$ cat src/rww_pkg.sv
package rww_pkg;
  // Core clock rate
  localparam int CLK_HZ = 20000000;
  // Trigger sample period with fast timing, in microseconds
  localparam int SAMPLE_TIME_US = 250;
  // Cycles per sample tick with fast timing
  localparam int SAMPLE_CYC_DEF = SAMPLE_TIME_US * (CLK_HZ / 1000000);
  // Slow timing stretches every tick-counted duration by this factor
  localparam int SLOW_FACTOR = 4;
  // Power-up reset delay, in milliseconds
  localparam int POR_DELAY_MS = 8;
  // Ignore, open and closed window length, in milliseconds
  localparam int WINDOW_MS = 32;
  // Durations in sample ticks
  localparam int POR_TICKS_DEF = POR_DELAY_MS * 1000 / SAMPLE_TIME_US;
  localparam int WIN_TICKS_DEF = WINDOW_MS * 1000 / SAMPLE_TIME_US;
  // Supply dropout filter, in nanoseconds, rounded up to cycles
  localparam int REACT_TIME_NS = 10000;
  localparam int REACT_CYC_DEF = (REACT_TIME_NS * (CLK_HZ / 1000000) + 999) / 1000;
  // Sample history oldest first: high, high, low, low
  localparam logic [3:0] TRIG_PATTERN = 4'hc;
  // Supply comparator indices
  localparam int SUP_CORE = 0;
  localparam int SUP_IO = 1;
  // Synchroniser lanes
  localparam int SY_CORE = 0;
  localparam int SY_IO = 1;
  localparam int SY_TRIG = 2;
  localparam int SY_OFF = 3;
  localparam int SY_SLOW = 4;
  localparam int SY_N = 5;

  // Supervisor states, one-hot
  typedef enum logic [6:0] {
    ST_WAIT_CORE = 7'h01,
    ST_DELAY = 7'h02,
    ST_WAIT_IO = 7'h04,
    ST_IGNORE = 7'h08,
    ST_OPEN = 7'h10,
    ST_CLOSED = 7'h20,
    ST_WD_OFF = 7'h40
  } rww_state_type;
endpackage

$ cat src/rww_tb_if.sv
`timescale 1ns/1ps
// Timebase and trigger sampler link between supervisor and sampler
interface rww_tb_if;
  logic slow;
  logic trig_lvl;
  logic tick;
  logic trig_valid;
  modport src (input slow, input trig_lvl, output tick, output trig_valid);
  modport snk (output slow, output trig_lvl, input tick, input trig_valid);
endinterface

$ cat src/rww_supervisor.sv
`timescale 1ns/1ps
module rww_supervisor
  import rww_pkg::*;
#(
  parameter int SAMPLE_CYC = SAMPLE_CYC_DEF,
  parameter int POR_TICKS = POR_TICKS_DEF,
  parameter int WIN_TICKS = WIN_TICKS_DEF,
  parameter int REACT_CYC = REACT_CYC_DEF
) (
  input wire logic core_clk, // 20 MHz core clock
  input wire logic reset, // Async reset, active high
  input wire logic core_supply_good, // Core supply comparator, high when above core_threshold
  input wire logic io_supply_good, // I/O supply comparator, high when above io_threshold
  input wire logic trigger_in, // Watchdog trigger pin from the microcontroller
  input wire logic strap_low, // Timing strap held low: watchdog off
  input wire logic strap_at_core, // Timing strap tied to core supply: slow timing
  output logic reset_out_n, // Microcontroller reset, low active
  output logic wd_fault_early, // One-cycle pulse on premature trigger
  output logic wd_fault_late // One-cycle pulse on missing trigger
);
  if (POR_TICKS < 1 || POR_TICKS > 255 || WIN_TICKS < 1 || WIN_TICKS > 255) begin : g_bad_ticks
    $error("rww_supervisor: tick counts must be 1 to 255");
  end
  if (REACT_CYC < 1 || REACT_CYC > 255) begin : g_bad_react
    $error("rww_supervisor: REACT_CYC must be 1 to 255");
  end

  localparam logic [7:0] POR_LAST = 8'(POR_TICKS - 1);
  localparam logic [7:0] WIN_LAST = 8'(WIN_TICKS - 1);
  localparam logic [7:0] REACT_LAST = 8'(REACT_CYC - 1);

  rww_state_type state_q;
  rww_state_type state_d;
  logic [SY_N-1:0] sync1_q;
  logic [SY_N-1:0] sync2_q;
  logic [7:0] cnt_q;
  logic [7:0] cnt_d;
  logic [1:0] sup_fail_q;
  logic [7:0] low_cnt_q [2];
  logic reset_out_n_q;
  logic early_q;
  logic late_q;

  rww_tb_if tb_if ();

  // Released states drive reset high
  function automatic logic is_released(input rww_state_type s);
    return s == ST_IGNORE || s == ST_OPEN || s == ST_CLOSED || s == ST_WD_OFF;
  endfunction

  // Two-stage synchronisers for all pins
  always_ff @(posedge core_clk or posedge reset) begin
    if (reset) begin
      sync1_q <= '0;
      sync2_q <= '0;
    end else begin
      sync1_q <= {strap_at_core, strap_low, trigger_in, io_supply_good, core_supply_good};
      sync2_q <= sync1_q;
    end
  end

  wire core_s = sync2_q[SY_CORE];
  wire io_s = sync2_q[SY_IO];
  wire wd_off_s = sync2_q[SY_OFF];
  wire [1:0] sup_good_s = {io_s, core_s};

  // Sampler sees the synchronised trigger and strap
  assign tb_if.trig_lvl = sync2_q[SY_TRIG];
  assign tb_if.slow = sync2_q[SY_SLOW];

  rww_timebase #(
    .SAMPLE_CYC(SAMPLE_CYC)
  ) u_timebase (
    .core_clk(core_clk),
    .reset(reset),
    .tb(tb_if.src)
  );

  wire tick = tb_if.tick;
  wire trig_valid = tb_if.trig_valid;

  // Dropout filters, a supply fails only after REACT_CYC bad cycles
  for (genvar k = 0; k < 2; k++) begin : g_filt
    always_ff @(posedge core_clk or posedge reset) begin
      if (reset) begin
        low_cnt_q[k] <= 8'h00;
        sup_fail_q[k] <= 1'b0;
      end else if (sup_good_s[k]) begin
        low_cnt_q[k] <= 8'h00;
        sup_fail_q[k] <= 1'b0;
      end else if (low_cnt_q[k] == REACT_LAST) begin
        sup_fail_q[k] <= 1'b1;
      end else begin
        low_cnt_q[k] <= low_cnt_q[k] + 8'h01;
      end
    end
  end

  // Window and delay decode
  wire any_fail = |sup_fail_q;
  wire core_fail = sup_fail_q[SUP_CORE];
  wire [7:0] last_tick = (state_q == ST_DELAY) ? POR_LAST : WIN_LAST;
  wire expire = tick && cnt_q == last_tick;
  wire wd_active = state_q == ST_IGNORE || state_q == ST_OPEN || state_q == ST_CLOSED;
  wire fault_early = state_q == ST_CLOSED && trig_valid && !expire && !any_fail && !wd_off_s;
  wire fault_late = state_q == ST_OPEN && expire && !trig_valid && !any_fail && !wd_off_s;

  // Next state of the supervisor
  always_comb begin
    state_d = state_q;
    unique case (state_q)
      ST_WAIT_CORE: begin
        if (core_s && !core_fail) begin
          state_d = ST_DELAY;
        end
      end
      ST_DELAY: begin
        if (core_fail) begin
          state_d = ST_WAIT_CORE;
        end else if (expire) begin
          state_d = ST_WAIT_IO;
        end
      end
      ST_WAIT_IO: begin
        if (core_fail) begin
          state_d = ST_WAIT_CORE;
        end else if (io_s) begin
          state_d = wd_off_s ? ST_WD_OFF : ST_IGNORE;
        end
      end
      ST_IGNORE: begin
        if (expire) begin
          state_d = ST_OPEN;
        end
      end
      ST_OPEN: begin
        if (trig_valid) begin
          state_d = ST_CLOSED;
        end else if (expire) begin
          state_d = ST_DELAY;
        end
      end
      ST_CLOSED: begin
        if (expire) begin
          state_d = trig_valid ? ST_CLOSED : ST_OPEN;
        end else if (trig_valid) begin
          state_d = ST_DELAY;
        end
      end
      ST_WD_OFF: begin
        if (!wd_off_s) begin
          state_d = ST_IGNORE;
        end
      end
      default: begin
        state_d = ST_WAIT_CORE;
      end
    endcase
    if (wd_active && wd_off_s) begin
      state_d = ST_WD_OFF;
    end
    if (is_released(state_q) && any_fail) begin
      state_d = ST_WAIT_CORE;
    end
  end

  // Tick counter restarts on every state change
  always_comb begin
    cnt_d = cnt_q;
    if (state_d != state_q || (state_q == ST_CLOSED && expire)) begin
      cnt_d = 8'h00;
    end else if (tick) begin
      cnt_d = cnt_q + 8'h01;
    end
  end

  // State, counter and registered outputs
  always_ff @(posedge core_clk or posedge reset) begin
    if (reset) begin
      state_q <= ST_WAIT_CORE;
      cnt_q <= 8'h00;
      reset_out_n_q <= 1'b0;
      early_q <= 1'b0;
      late_q <= 1'b0;
    end else begin
      state_q <= state_d;
      cnt_q <= cnt_d;
      reset_out_n_q <= is_released(state_d);
      early_q <= fault_early;
      late_q <= fault_late;
    end
  end

  assign reset_out_n = reset_out_n_q;
  assign wd_fault_early = early_q;
  assign wd_fault_late = late_q;
endmodule

$ cat src/rww_timebase.sv
`timescale 1ns/1ps
module rww_timebase
  import rww_pkg::*;
#(
  parameter int SAMPLE_CYC = SAMPLE_CYC_DEF
) (
  input wire logic core_clk, // Core clock
  input wire logic reset, // Async reset, active high
  rww_tb_if.src tb // Tick and trigger detect
);
  logic [15:0] pre_q;
  logic [3:0] hist_q;
  logic tick_q;
  logic valid_q;

  if (SAMPLE_CYC < 2 || SAMPLE_CYC * SLOW_FACTOR > 65536) begin : g_bad_cyc
    $error("rww_timebase: SAMPLE_CYC out of range");
  end

  // Prescaler length, one common tick for the delay, the windows and the trigger samples
  wire [15:0] period_m1 = tb.slow ? 16'(SAMPLE_CYC * SLOW_FACTOR - 1) : 16'(SAMPLE_CYC - 1);
  wire wrap = pre_q >= period_m1;
  wire [3:0] hist_next = {hist_q[2:0], tb.trig_lvl};
  wire match = hist_next == TRIG_PATTERN;

  // Divider, trigger sampling and falling edge decode
  always_ff @(posedge core_clk or posedge reset) begin
    if (reset) begin
      pre_q <= 16'h0000;
      hist_q <= 4'h0;
      tick_q <= 1'b0;
      valid_q <= 1'b0;
    end else begin
      pre_q <= wrap ? 16'h0000 : pre_q + 16'h0001;
      tick_q <= wrap;
      if (wrap) begin
        hist_q <= hist_next;
      end
      valid_q <= wrap && match;
    end
  end

  assign tb.tick = tick_q;
  assign tb.trig_valid = valid_q;
endmodule

$ cat config.mk
export PLATFORM = sky130hd
export DESIGN_NAME = rww_supervisor
export DESIGN_NICKNAME = d
export VERILOG_FILES = /design/src/rww_pkg.sv /design/src/rww_tb_if.sv /design/src/rww_supervisor.sv /design/src/rww_timebase.sv
export SDC_FILE = /design/constraint.sdc
export NUM_CORES = 1
export LEC_CHECK = 0
export BUFFER_PORTS_ARGS = -buffer_cell sky130_fd_sc_hd__buf_4
export CORE_UTILIZATION = 40
export CTS_BUF_LIST = sky130_fd_sc_hd__clkbuf_4 sky130_fd_sc_hd__clkbuf_8
export CTS_CLUSTER_DIAMETER = 200
export DETAILED_ROUTE_END_ITERATION = 10
export GPL_ROUTABILITY_DRIVEN = 0
export GPL_TIMING_DRIVEN = 0
export SYNTH_ARGS = -nofsm -noshare
export SYNTH_HDL_FRONTEND = slang
export SYNTH_SLANG_ARGS = --single-unit
$ cat constraint.sdc
create_clock -name core_clk -period 3.1 [get_ports core_clk]
set_input_delay 0.93 -clock core_clk [delete_from_list [all_inputs] [get_ports core_clk]]
set_output_delay 0.93 -clock core_clk [all_outputs]
set_load 0.02 [all_outputs]
==> results.py, run 1 <==
metrics = {
    "clock_network": {
        "cts_tree": "built",
        "htree_levels": 3,
        "path_clk_slew_ns": 0.07,
        "cts_setup_buffers": 0,
        "cts-root-buf": "clkbuf_8",
        "cts_buffer_depth": 2,
        "clk_latency_ns": 0.34,
        "cts_buffers": 9,
        "clock-sinks": 67,
    },
    "synth": {
        "synthSimpleGateAreaFrac_pct": 24.3,
        "avgSynthCellArea_um2": 9.74,
        "ys_warn_count": 0,
        "syn-instance-count": 375,
        "synth_top_cell_area_share_pct": 45.2,
        "synth_edf_count": 0,
        "synthTopCellsByArea": "dfrtp_1, nor2_1, xor2_1, ha_1, xnor2_1",
        "synth_compound_area_share_pct": 10.9,
        "synthMuxAreaShare_pct": 2.33,
        "synthFlopType": "dfrtp_1",
        "synth_top_family_by_area": "simple AND/OR/NAND/NOR gates",
        "synth_area_leader_cell": "dfrtp_1",
        "syn-num-nets": 394,
        "synth_seq_cells": 67,
        "yosys.cell_count.top_type": "dfrtp_1",
        "synth_seq_area_share_pct": 46.0,
        "post_synth_xor_area_fraction_pct": 8.40,
        "syn-cell-area_um2": 3650,
        "synth_adder_area_share_pct": 4.11,
        "yosysUniqueCellTypes": 61,
        "async_flop_share_pct": 100,
        "ys_top_cells_by_count": "dfrtp_1, nor2_1, nand2_1",
    },
    "pwr": {
        "p_comb_share_pct": 19.5,
        "p_switching_uw": 593,
        "clockPowerShare_pct": 35.8,
        "netSwitchingFraction_pct": 28.6,
        "p_int_uw": 1480,
        "seqPwrFrac_pct": 44.7,
        "p_leak_uw": 0.00177,
        "vdd.ir_drop.worst_mv": 0.289,
        "p_per_area_nw_per_um2": 509,
    },
    "critical_path": {
        "start_kind": "flop",
        "cp_max_fo": 8,
        "crit-reg2reg-capture": "cnt_q[5]",
        "crit_path_end_kind": "flop",
        "required_ns": 3.35,
        "reg2reg_from": "state_q[5]",
        "ff2ff_path_depth": 8,
        "crit_arrival_ns": 3.20,
        "ff2ff_setup_slack_ns": 0.14,
        "path_class": "reg2reg",
    },
    "layout": {
        "nets": 414,
        "syn_to_final_growth_pct": 11.3,
        "seqCellArea_um2": 1680,
        "nFillCells": 843,
        "multiInputGateArea_um2": 1840,
        "final_layout_size_suffix_gt1_share_pct": 13.8,
        "antennaDiodeCount": 0,
    },
    "hold_path": {
        "hold_start": "sync1_q[3]",
        "hold_class": "reg2reg",
        "hold_depth": 0,
        "hold_end": "sync2_q[3]",
    },
    "grt": {
        "grt_usage_pct": 15.9,
        "grt_pass1_vias": 2628,
        "grt_max_degree": 68,
        "grt_pass1_wl_um": 12400,
        "grt_remaining_overflow": 0,
        "antenna_found_initial": 0,
    },
    "placement": {
        "numPortBuffers": 9,
        "dp_hpwl_um": 4870,
        "place_ws_ns": -0.0437,
    },
    "sta": {
        "max_freq_ghz": 0.338,
        "maxSlewViolCount": 0,
        "fin_ws_ns": 0.144,
        "fin_crit_ns": 2.96,
        "tightestPinTransition_ns": 0.923,
        "fin_crit_sh_pct": 95.4,
        "setup_violations": 0,
        "relSlewSlack_pct": 37.9,
        "rsz0062_at_grt": "true",
        "skew_ns": 0.00598,
        "final-hold-violation-count": 0,
        "fin_setup_tns_ns": 0,
    },
    "detailed_routing": {
        "drt_iter0_drc": 119,
        "dr.pass1.iters": 4,
        "routedWlPerCell_um": 13.7,
        "via_per_inst": 5.49,
        "ant_nets": 0,
        "vias": 2785,
        "drc": 0,
        "wl_um": 6960,
    },
    "die": {
        "dieHeight_um": 97.5,
        "core_area_um2": 8760,
        "rows": 34,
        "pin_count": 10,
        "start_util_pct": 41.7,
        "die_area_um2": 9510,
        "dieWidth_um": 97.5,
    },
    "status": {
        "status": "complete, no violations",
    },
    "run": {
        "max-cap-violations": 0,
    },
}
## stage by stage
stage	total power [uW]	instance area, um2	hold WS [ns]	util [%]	std cells
after floorplan	1250	3650	0.331	-	375
after global placement	1340	3850	0.335	44.0	492
after detailed placement	1340	3860	0.335	44.0	492
after CTS	2090	4060	0.350	46.4	507
after global routing	2180	4060	0.357	46.4	507
final	2070	4060	0.349	46.4	507
## worst max-delay path: stages (launching register included)
cell       delay (ns)
dfrtp_1          0.47
or4_1            0.53
buf_2            0.19
or4_4            0.53
nand3_2          0.11
a41oi_2          0.15
a2111oi_4        0.42
nand4_4          0.21
nor3_1           0.25
## kinds of logic after synthesis
family                   Yosys count
AO/OA/AOI/OAI                     56
flip-flops                        67
multiplexers                       8
XOR/XNOR                          35
buffers and inverters             24
AND/OR/NAND/NOR                  173
adder cells (fa/ha/maj)           12
## worst max-delay path by stage
stage	slack [ns]	from	end	depth (start not counted)
after floorplan	0.43	state_q[4]	cnt_q[0]	9
after global placement	-0.36	reset	state_q[4]	2
after detailed placement	-0.04	state_q[5]	cnt_q[5]	7
after CTS	0.08	state_q[0]	cnt_q[5]	8
after global routing	-0.04	state_q[5]	cnt_q[5]	7
final	0.14	state_q[5]	cnt_q[5]	8
## cells in the final DEF (no fill, tap or decap), types with 10 or more instances in the layout
cell type / instances
dfrtp_1: 66
nor2_1: 63
nand2_1: 23
nor3_1: 21
xor2_1: 19
nand3_1: 17
xnor2_1: 16
o21ai_0: 13
a21oi_1: 13
clkbuf_8: 13
ha_1: 12
buf_4: 10
## sequential cells by signal (all words and copies together), names as in the netlist
register and cells:
state_q 7, cnt_q 8, wd_fault_early 1, sync1_q 5, wd_fault_late 1, u_timebase.tb.tick 1, reset_out_n 1, u_timebase.pre_q 16
u_timebase.tb.trig_valid 1, sup_fail_q 1, u_timebase.hist_q 3, sync2_q 5, low_cnt_q 16, core_fail 1
## per-layer routing
layer / vias up / wire (um) / part of all wire (%) / GRT usage (%)
li1: 1382 / - / - / -
met1: 1353 / 3520 / 51 / 22.3
met2: 41 / 3110 / 45 / 23.6
met3: 9 / 212 / 3.0 / 3.60
met4: 0 / 114 / 1.6 / 6.79
met5: - / 0 / 0 / 0
## cell type report
type / instances / area share, %
clock buffer: 13 / 4.09
buffer: 15 / 2.71
multi-input combinational: 284 / 45.2
timing repair buffer: 9 / 1.66
inverter: 9 / 0.893
clock inverter: 2 / 0.862
sequential: 67 / 41.3
tap: 108 / 3.33
## power groups by stage
stage / Sequential (uW) / Combinational, uW / Clock [uW]
detailed placement: 942 / 396 / 0
CTS: 925 / 398 / 770
finish: 926 / 403 / 741
floorplan: 936 / 312 / 0
global placement: 941 / 397 / 0
global route: 929 / 450 / 800
## repair_timing
action,in CTS,in global routing
setup endpoints to repair,5,8
pin swaps,0,0
hold buffers,0,0
gates resized for setup,1,1
Note: power is estimated with default switching activity, not from simulation.
==> run 2, diff against run 1 <==
clock period = 3.5 ns   (was 3.1 ns; I/O delays follow)
==> run 2 against run 1 <==
- flip-flop and latch count unchanged
- combinational power decreased by 11%
- non-clock buffer count unchanged
- wire length increased by 0.17%
- final area decreased by 0.15%
- die area unchanged
- critical path type unchanged
==> results.py, run 2 (same netlist as run 1, synthesis figures left out) <==
metrics = {
    "grt": {
        "grt_max_degree": 68,
        "grt_pass1_vias": 2617,
        "antenna_found_initial": 0,
        "grt_pass1_wl_um": 12300,
        "grt_usage_pct": 15.8,
        "grt_remaining_overflow": 0,
    },
    "die": {
        "dieHeight_um": 97.5,
        "core_area_um2": 8760,
        "rows": 34,
        "die_area_um2": 9510,
        "start_util_pct": 41.7,
        "dieWidth_um": 97.5,
        "pin_count": 10,
    },
    "clock_network": {
        "path_clk_slew_ns": 0.07,
        "cts_setup_buffers": 0,
        "cts_buffer_depth": 2,
        "htree_levels": 3,
        "cts_hold_buf": 0,
        "cts-root-buf": "clkbuf_8",
        "cts_tree": "built",
        "cts_buffers": 9,
        "clock-sinks": 67,
        "clk_latency_ns": 0.34,
        "cts_resized": 0,
    },
    "detailed_routing": {
        "ant_nets": 0,
        "dr.pass1.iters": 4,
        "drc": 0,
        "vias": 2781,
        "via_per_inst": 5.49,
        "wl_um": 6970,
        "drt_iter0_drc": 111,
        "routedWlPerCell_um": 13.8,
    },
    "sta": {
        "fin_crit_ns": 3.19,
        "fin_setup_tns_ns": 0,
        "setup_violations": 0,
        "maxSlewViolCount": 0,
        "fin_crit_sh_pct": 91.1,
        "skew_ns": 0.00787,
        "final-hold-violation-count": 0,
        "max_freq_ghz": 0.314,
        "tightestPinTransition_ns": 0.968,
        "relSlewSlack_pct": 34.8,
        "rsz0062_at_grt": "false",
    },
    "hold_path": {
        "hold_depth": 0,
        "hold_start": "sync1_q[3]",
        "hold_class": "reg2reg",
    },
    "critical_path": {
        "ff2ff_path_depth": 7,
        "crit_arrival_ns": 3.44,
        "cp_max_fo": 8,
        "start_kind": "flop",
        "reg2reg_from": "state_q[5]",
        "startpoint": "state_q[5]",
        "crit_path_end_kind": "flop",
        "required_ns": 3.75,
        "path_class": "reg2reg",
    },
    "placement": {
        "numPortBuffers": 9,
        "dp_hpwl_um": 4870,
    },
    "layout": {
        "antennaDiodeCount": 0,
        "nets": 414,
        "syn_to_final_growth_pct": 11.1,
        "final_common_cell": "dfrtp_1",
        "final_layout_size_suffix_gt1_share_pct": 13.5,
        "fin_util_pct": 46.3,
        "largestRegisters": "low_cnt_q (16), u_timebase.pre_q (16), cnt_q (8)",
        "final_cell_mix": "dfrtp_1, nor2_1, nand2_1",
    },
    "run": {
        "max-cap-violations": 0,
    },
    "status": {
        "status": "complete, no violations",
    },
    "pwr": {
        "p_leak_uw": 0.00177,
        "p_per_area_nw_per_um2": 453,
        "vdd.ir_drop.worst_mv": 0.255,
        "power_uw": 1840,
    },
}
-- run 2: path summary, 6_finish.rpt --
check / end / slack, ns
max: cnt_q[5] / 0.31
min: sync2_q[3] / 0.35
max reg2reg: cnt_q[5] / 0.31
min reg2reg: sync2_q[3] / 0.35
max in group asynchronous: state_q[3] / 2.10
min in group asynchronous: u_timebase.pre_q[1] / 0.87
-- run 2: per-stage QoR --
stage	std cells	hold slack [ns]	setup WS (ns)	instance area [um2]
after detailed placement	492	0.335	0.356	3860
after CTS	507	0.350	0.352	4060
after global placement	492	0.335	-0.0769	3850
final	507	0.349	0.311	4060
after global routing	507	0.357	0.0888	4060
after floorplan	375	0.331	0.768	3650
-- run 2: critical path, stage by stage, from the launching register on --
cell       delay [ns]
dfrtp_1          0.46
nor4_1           0.86
o211ai_1         0.16
o21ai_0          0.42
a41oi_2          0.30
a2111oi_4        0.43
nand4_4          0.22
nor3_1           0.24
-- run 2: final cells by class --
class / instances / area [um2]
fill: 842 / 4710
timing repair buffer: 9 / 67.6
inverter: 9 / 36.3
tap: 108 / 135
clock buffer: 13 / 166
sequential: 67 / 1680
multi-input combinational: 284 / 1830
clock inverter: 2 / 35.0
buffer: 15 / 110
-- run 2: metal layers --
| metal | share of wire (%) | up-vias | global-route usage, % | wire, um |
|---|---|---|---|---|
| met5 | 0 | - | 0 | 0 |
| met4 | 2.2 | 0 | 6.79 | 151 |
| met3 | 2.9 | 11 | 3.60 | 202 |
| met2 | 43 | 39 | 23.3 | 2990 |
| met1 | 52 | 1352 | 22.1 | 3630 |
| li1 | - | 1379 | - | - |
-- run 2: power breakdown --
group          switching (uW)  internal (uW)
logic                     231            127
registers                18.9            801
clock network             279            379
total                     529           1310
==> run 3, diff against run 2 <==
SYNTH_HIERARCHICAL = 1   (was unset)
==> run 3 against run 2 <==
- combinational power shrank 16%
- register-to-register slack gained 0.11 ns
- synthesized cell count shrank 6.1%
- die area shrank 3.1%
- critical path depth is the same
- flip-flop and latch count is the same
- clock skew is essentially flat
- via count shrank 4.7%
- sequential power shrank 0.7%
- wire length shrank 1.0%
- sequential share of layout area grew 0.91 points
- utilization grew 1.1 points
- critical path type unchanged
- largest power group unchanged
==> results.py, run 3 <==
metrics = {
    "status": {
        "status": "complete, no violations",
    },
    "synth": {
        "synth_top_cell_area_share_pct": 46.7,
        "syn-num-nets": 371,
        "syn-cell-area_um2": 3540,
        "yosysUniqueCellTypes": 56,
        "avgSynthCellArea_um2": 10.0,
        "synthTopCellsByArea": "dfrtp_1, nor2_1, xor2_1, ha_1, xnor2_1",
        "ys_top_cells_by_count": "dfrtp_1, nor2_1, xor2_1",
        "yosys.cell_count.top_type": "dfrtp_1",
        "synth_seq_area_share_pct": 47.5,
        "synth_area_leader_cell": "dfrtp_1",
        "synthFlopType": "dfrtp_1",
        "syn-instance-count": 352,
        "ys_warn_count": 6,
        "synth_edf_count": 0,
        "async_flop_share_pct": 100,
        "synth_seq_cells": 67,
    },
    "die": {
        "dieHeight_um": 96.0,
        "pin_count": 10,
        "dieWidth_um": 96.0,
        "start_util_pct": 42.2,
        "rows": 33,
        "die_area_um2": 9220,
        "core_area_um2": 8380,
    },
    "pwr": {
        "p_int_uw": 1300,
        "clockPowerShare_pct": 37.5,
        "p_switching_uw": 482,
        "vdd.ir_drop.worst_mv": 0.209,
        "netSwitchingFraction_pct": 27.0,
        "seqPwrFrac_pct": 45.6,
        "p_leak_uw": 0.00176,
        "p_comb_share_pct": 16.9,
        "p_per_area_nw_per_um2": 449,
    },
    "critical_path": {
        "cp_max_fo": 8,
        "crit_path_end_kind": "flop",
        "required_ns": 3.70,
        "path_class": "reg2reg",
        "crit_arrival_ns": 3.28,
        "start_kind": "flop",
    },
    "clock_network": {
        "cts_buffers": 9,
        "clk_latency_ns": 0.34,
        "clock-sinks": 67,
        "cts_setup_buffers": 0,
        "cts-root-buf": "clkbuf_8",
        "path_clk_slew_ns": 0.07,
        "cts_tree": "built",
        "cts_buffer_depth": 2,
        "htree_levels": 3,
    },
    "layout": {
        "syn_to_final_growth_pct": 12.3,
        "final_layout_size_suffix_gt1_share_pct": 12.7,
        "seqCellArea_um2": 1680,
        "multiInputGateArea_um2": 1760,
        "fin_cells": 483,
        "final_cell_mix": "dfrtp_1, nor2_1, xor2_1",
        "final_common_cell": "dfrtp_1",
        "nFillCells": 799,
        "nets": 392,
        "largestRegisters": "low_cnt_q (16), u_timebase/pre_q (16), cnt_q (8)",
        "antennaDiodeCount": 0,
    },
    "detailed_routing": {
        "drt_iter0_drc": 178,
        "dr.pass1.iters": 4,
        "drc": 0,
        "routedWlPerCell_um": 14.3,
        "ant_nets": 0,
        "vias": 2650,
        "wl_um": 6900,
        "via_per_inst": 5.49,
    },
    "grt": {
        "grt_max_degree": 30,
        "grt_usage_pct": 17.2,
        "grt_pass1_wl_um": 11900,
        "grt_pass1_vias": 2552,
        "grt_remaining_overflow": 0,
        "antenna_found_initial": 0,
    },
    "sta": {
        "max_freq_ghz": 0.325,
        "maxSlewViolCount": 0,
        "tightestPinTransition_ns": 1.07,
        "fin_crit_ns": 3.08,
        "fin_crit_sh_pct": 87.9,
        "rsz0062_at_grt": "false",
        "skew_ns": 0.00822,
        "relSlewSlack_pct": 28.3,
        "fin_setup_tns_ns": 0,
        "setup_violations": 0,
        "final-hold-violation-count": 0,
    },
    "hold_path": {
        "hold_class": "reg2reg",
    },
    "placement": {
        "numPortBuffers": 9,
        "dp.cells": 467,
        "dp_hpwl_um": 4990,
    },
    "run": {
        "max-cap-violations": 0,
    },
}
## run 3: cell types whose count changed after synthesis, sizes merged, moves of 5 or more
cell | previous run | this run
nand2 | 23 | 17
a21oi | 13 | 2
nand2b | 0 | 5
o21ai | 14 | 4
nor2 | 63 | 54
## run 3: final timing paths
kind,startpoint,to,slack (ns),cells past startpoint
max,state_q[4],reset_out_n,0.42,7
min,sync1_q[3],sync2_q[3],0.35,0
max reg2reg,state_q[4],reset_out_n,0.42,7
min reg2reg,sync1_q[3],sync2_q[3],0.35,0
max in group asynchronous,reset,u_timebase/pre_q[1],2.15,2
min in group asynchronous,reset,cnt_q[0],0.71,2
## run 3: power groups by stage
| stage | clock [uW] | combinational [uW] | sequential [uW] |
|---|---|---|---|
| after floorplan | 0 | 225 | 824 |
| after global routing | 733 | 335 | 817 |
| after detailed placement | 0 | 296 | 828 |
| final | 669 | 301 | 814 |
| after global placement | 0 | 293 | 827 |
| after CTS | 698 | 297 | 814 |
## run 3: repair_timing
item,in CTS,in global routing
endpoints found under the setup margin,0,4
resized for setup,0,1
hold buffers,0,0
## run 3: cell type report
| type | count | area share, % |
|---|---|---|
| multi-input combinational | 261 | 44.2 |
| sequential | 67 | 42.3 |
| clock buffer | 14 | 4.38 |
| tap | 105 | 3.31 |
| timing repair buffer | 10 | 2.21 |
| buffer | 16 | 1.99 |
| clock inverter | 2 | 0.882 |
| inverter | 8 | 0.756 |
## run 3: cell families after synthesis
logic type / Yosys count / share of synthesized area (%)
buf+inv: 24 / 3.08
simple gates: 164 / 23.7
fa+ha+maj: 12 / 4.25
mux: 8 / 2.51
xor+xnor: 36 / 8.92
flops: 67 / 47.5
compound gates: 41 / 10.1
## run 3: critical path, cell delays in order, from the launching register on
cell	delay, ns
dfrtp_1	0.37
clkbuf_1	0.19
or4_4	0.55
or4_4	0.54
a21oi_1	0.51
nor3_1	0.10
o21a_1	0.21
or4_1	0.48
## run 3: stage by stage
step | utilization [%] | hold slack [ns] | cell area (um2) | worst slack (ns) | power, uW
2_1_floorplan | - | 0.331 | 3540 | 0.680 | 1050
3_3_place_gp | 44.6 | 0.333 | 3730 | 0.304 | 1120
3_5_place_dp | 44.8 | 0.337 | 3750 | 0.246 | 1120
4_1_cts | 47.3 | 0.352 | 3960 | 0.233 | 1810
5_1_grt | 47.4 | 0.358 | 3970 | 0.222 | 1880
6_report | 47.4 | 0.351 | 3970 | 0.424 | 1780
## run 3: routing by layer
metal  global-route usage (%)  share of wire, %  vias up
li1                         -                 -     1316
met1                     24.2                50     1275
met2                     25.2                45       48
met3                     3.87               3.5       11
met4                     7.84               1.8        0
met5                        0                 0        -
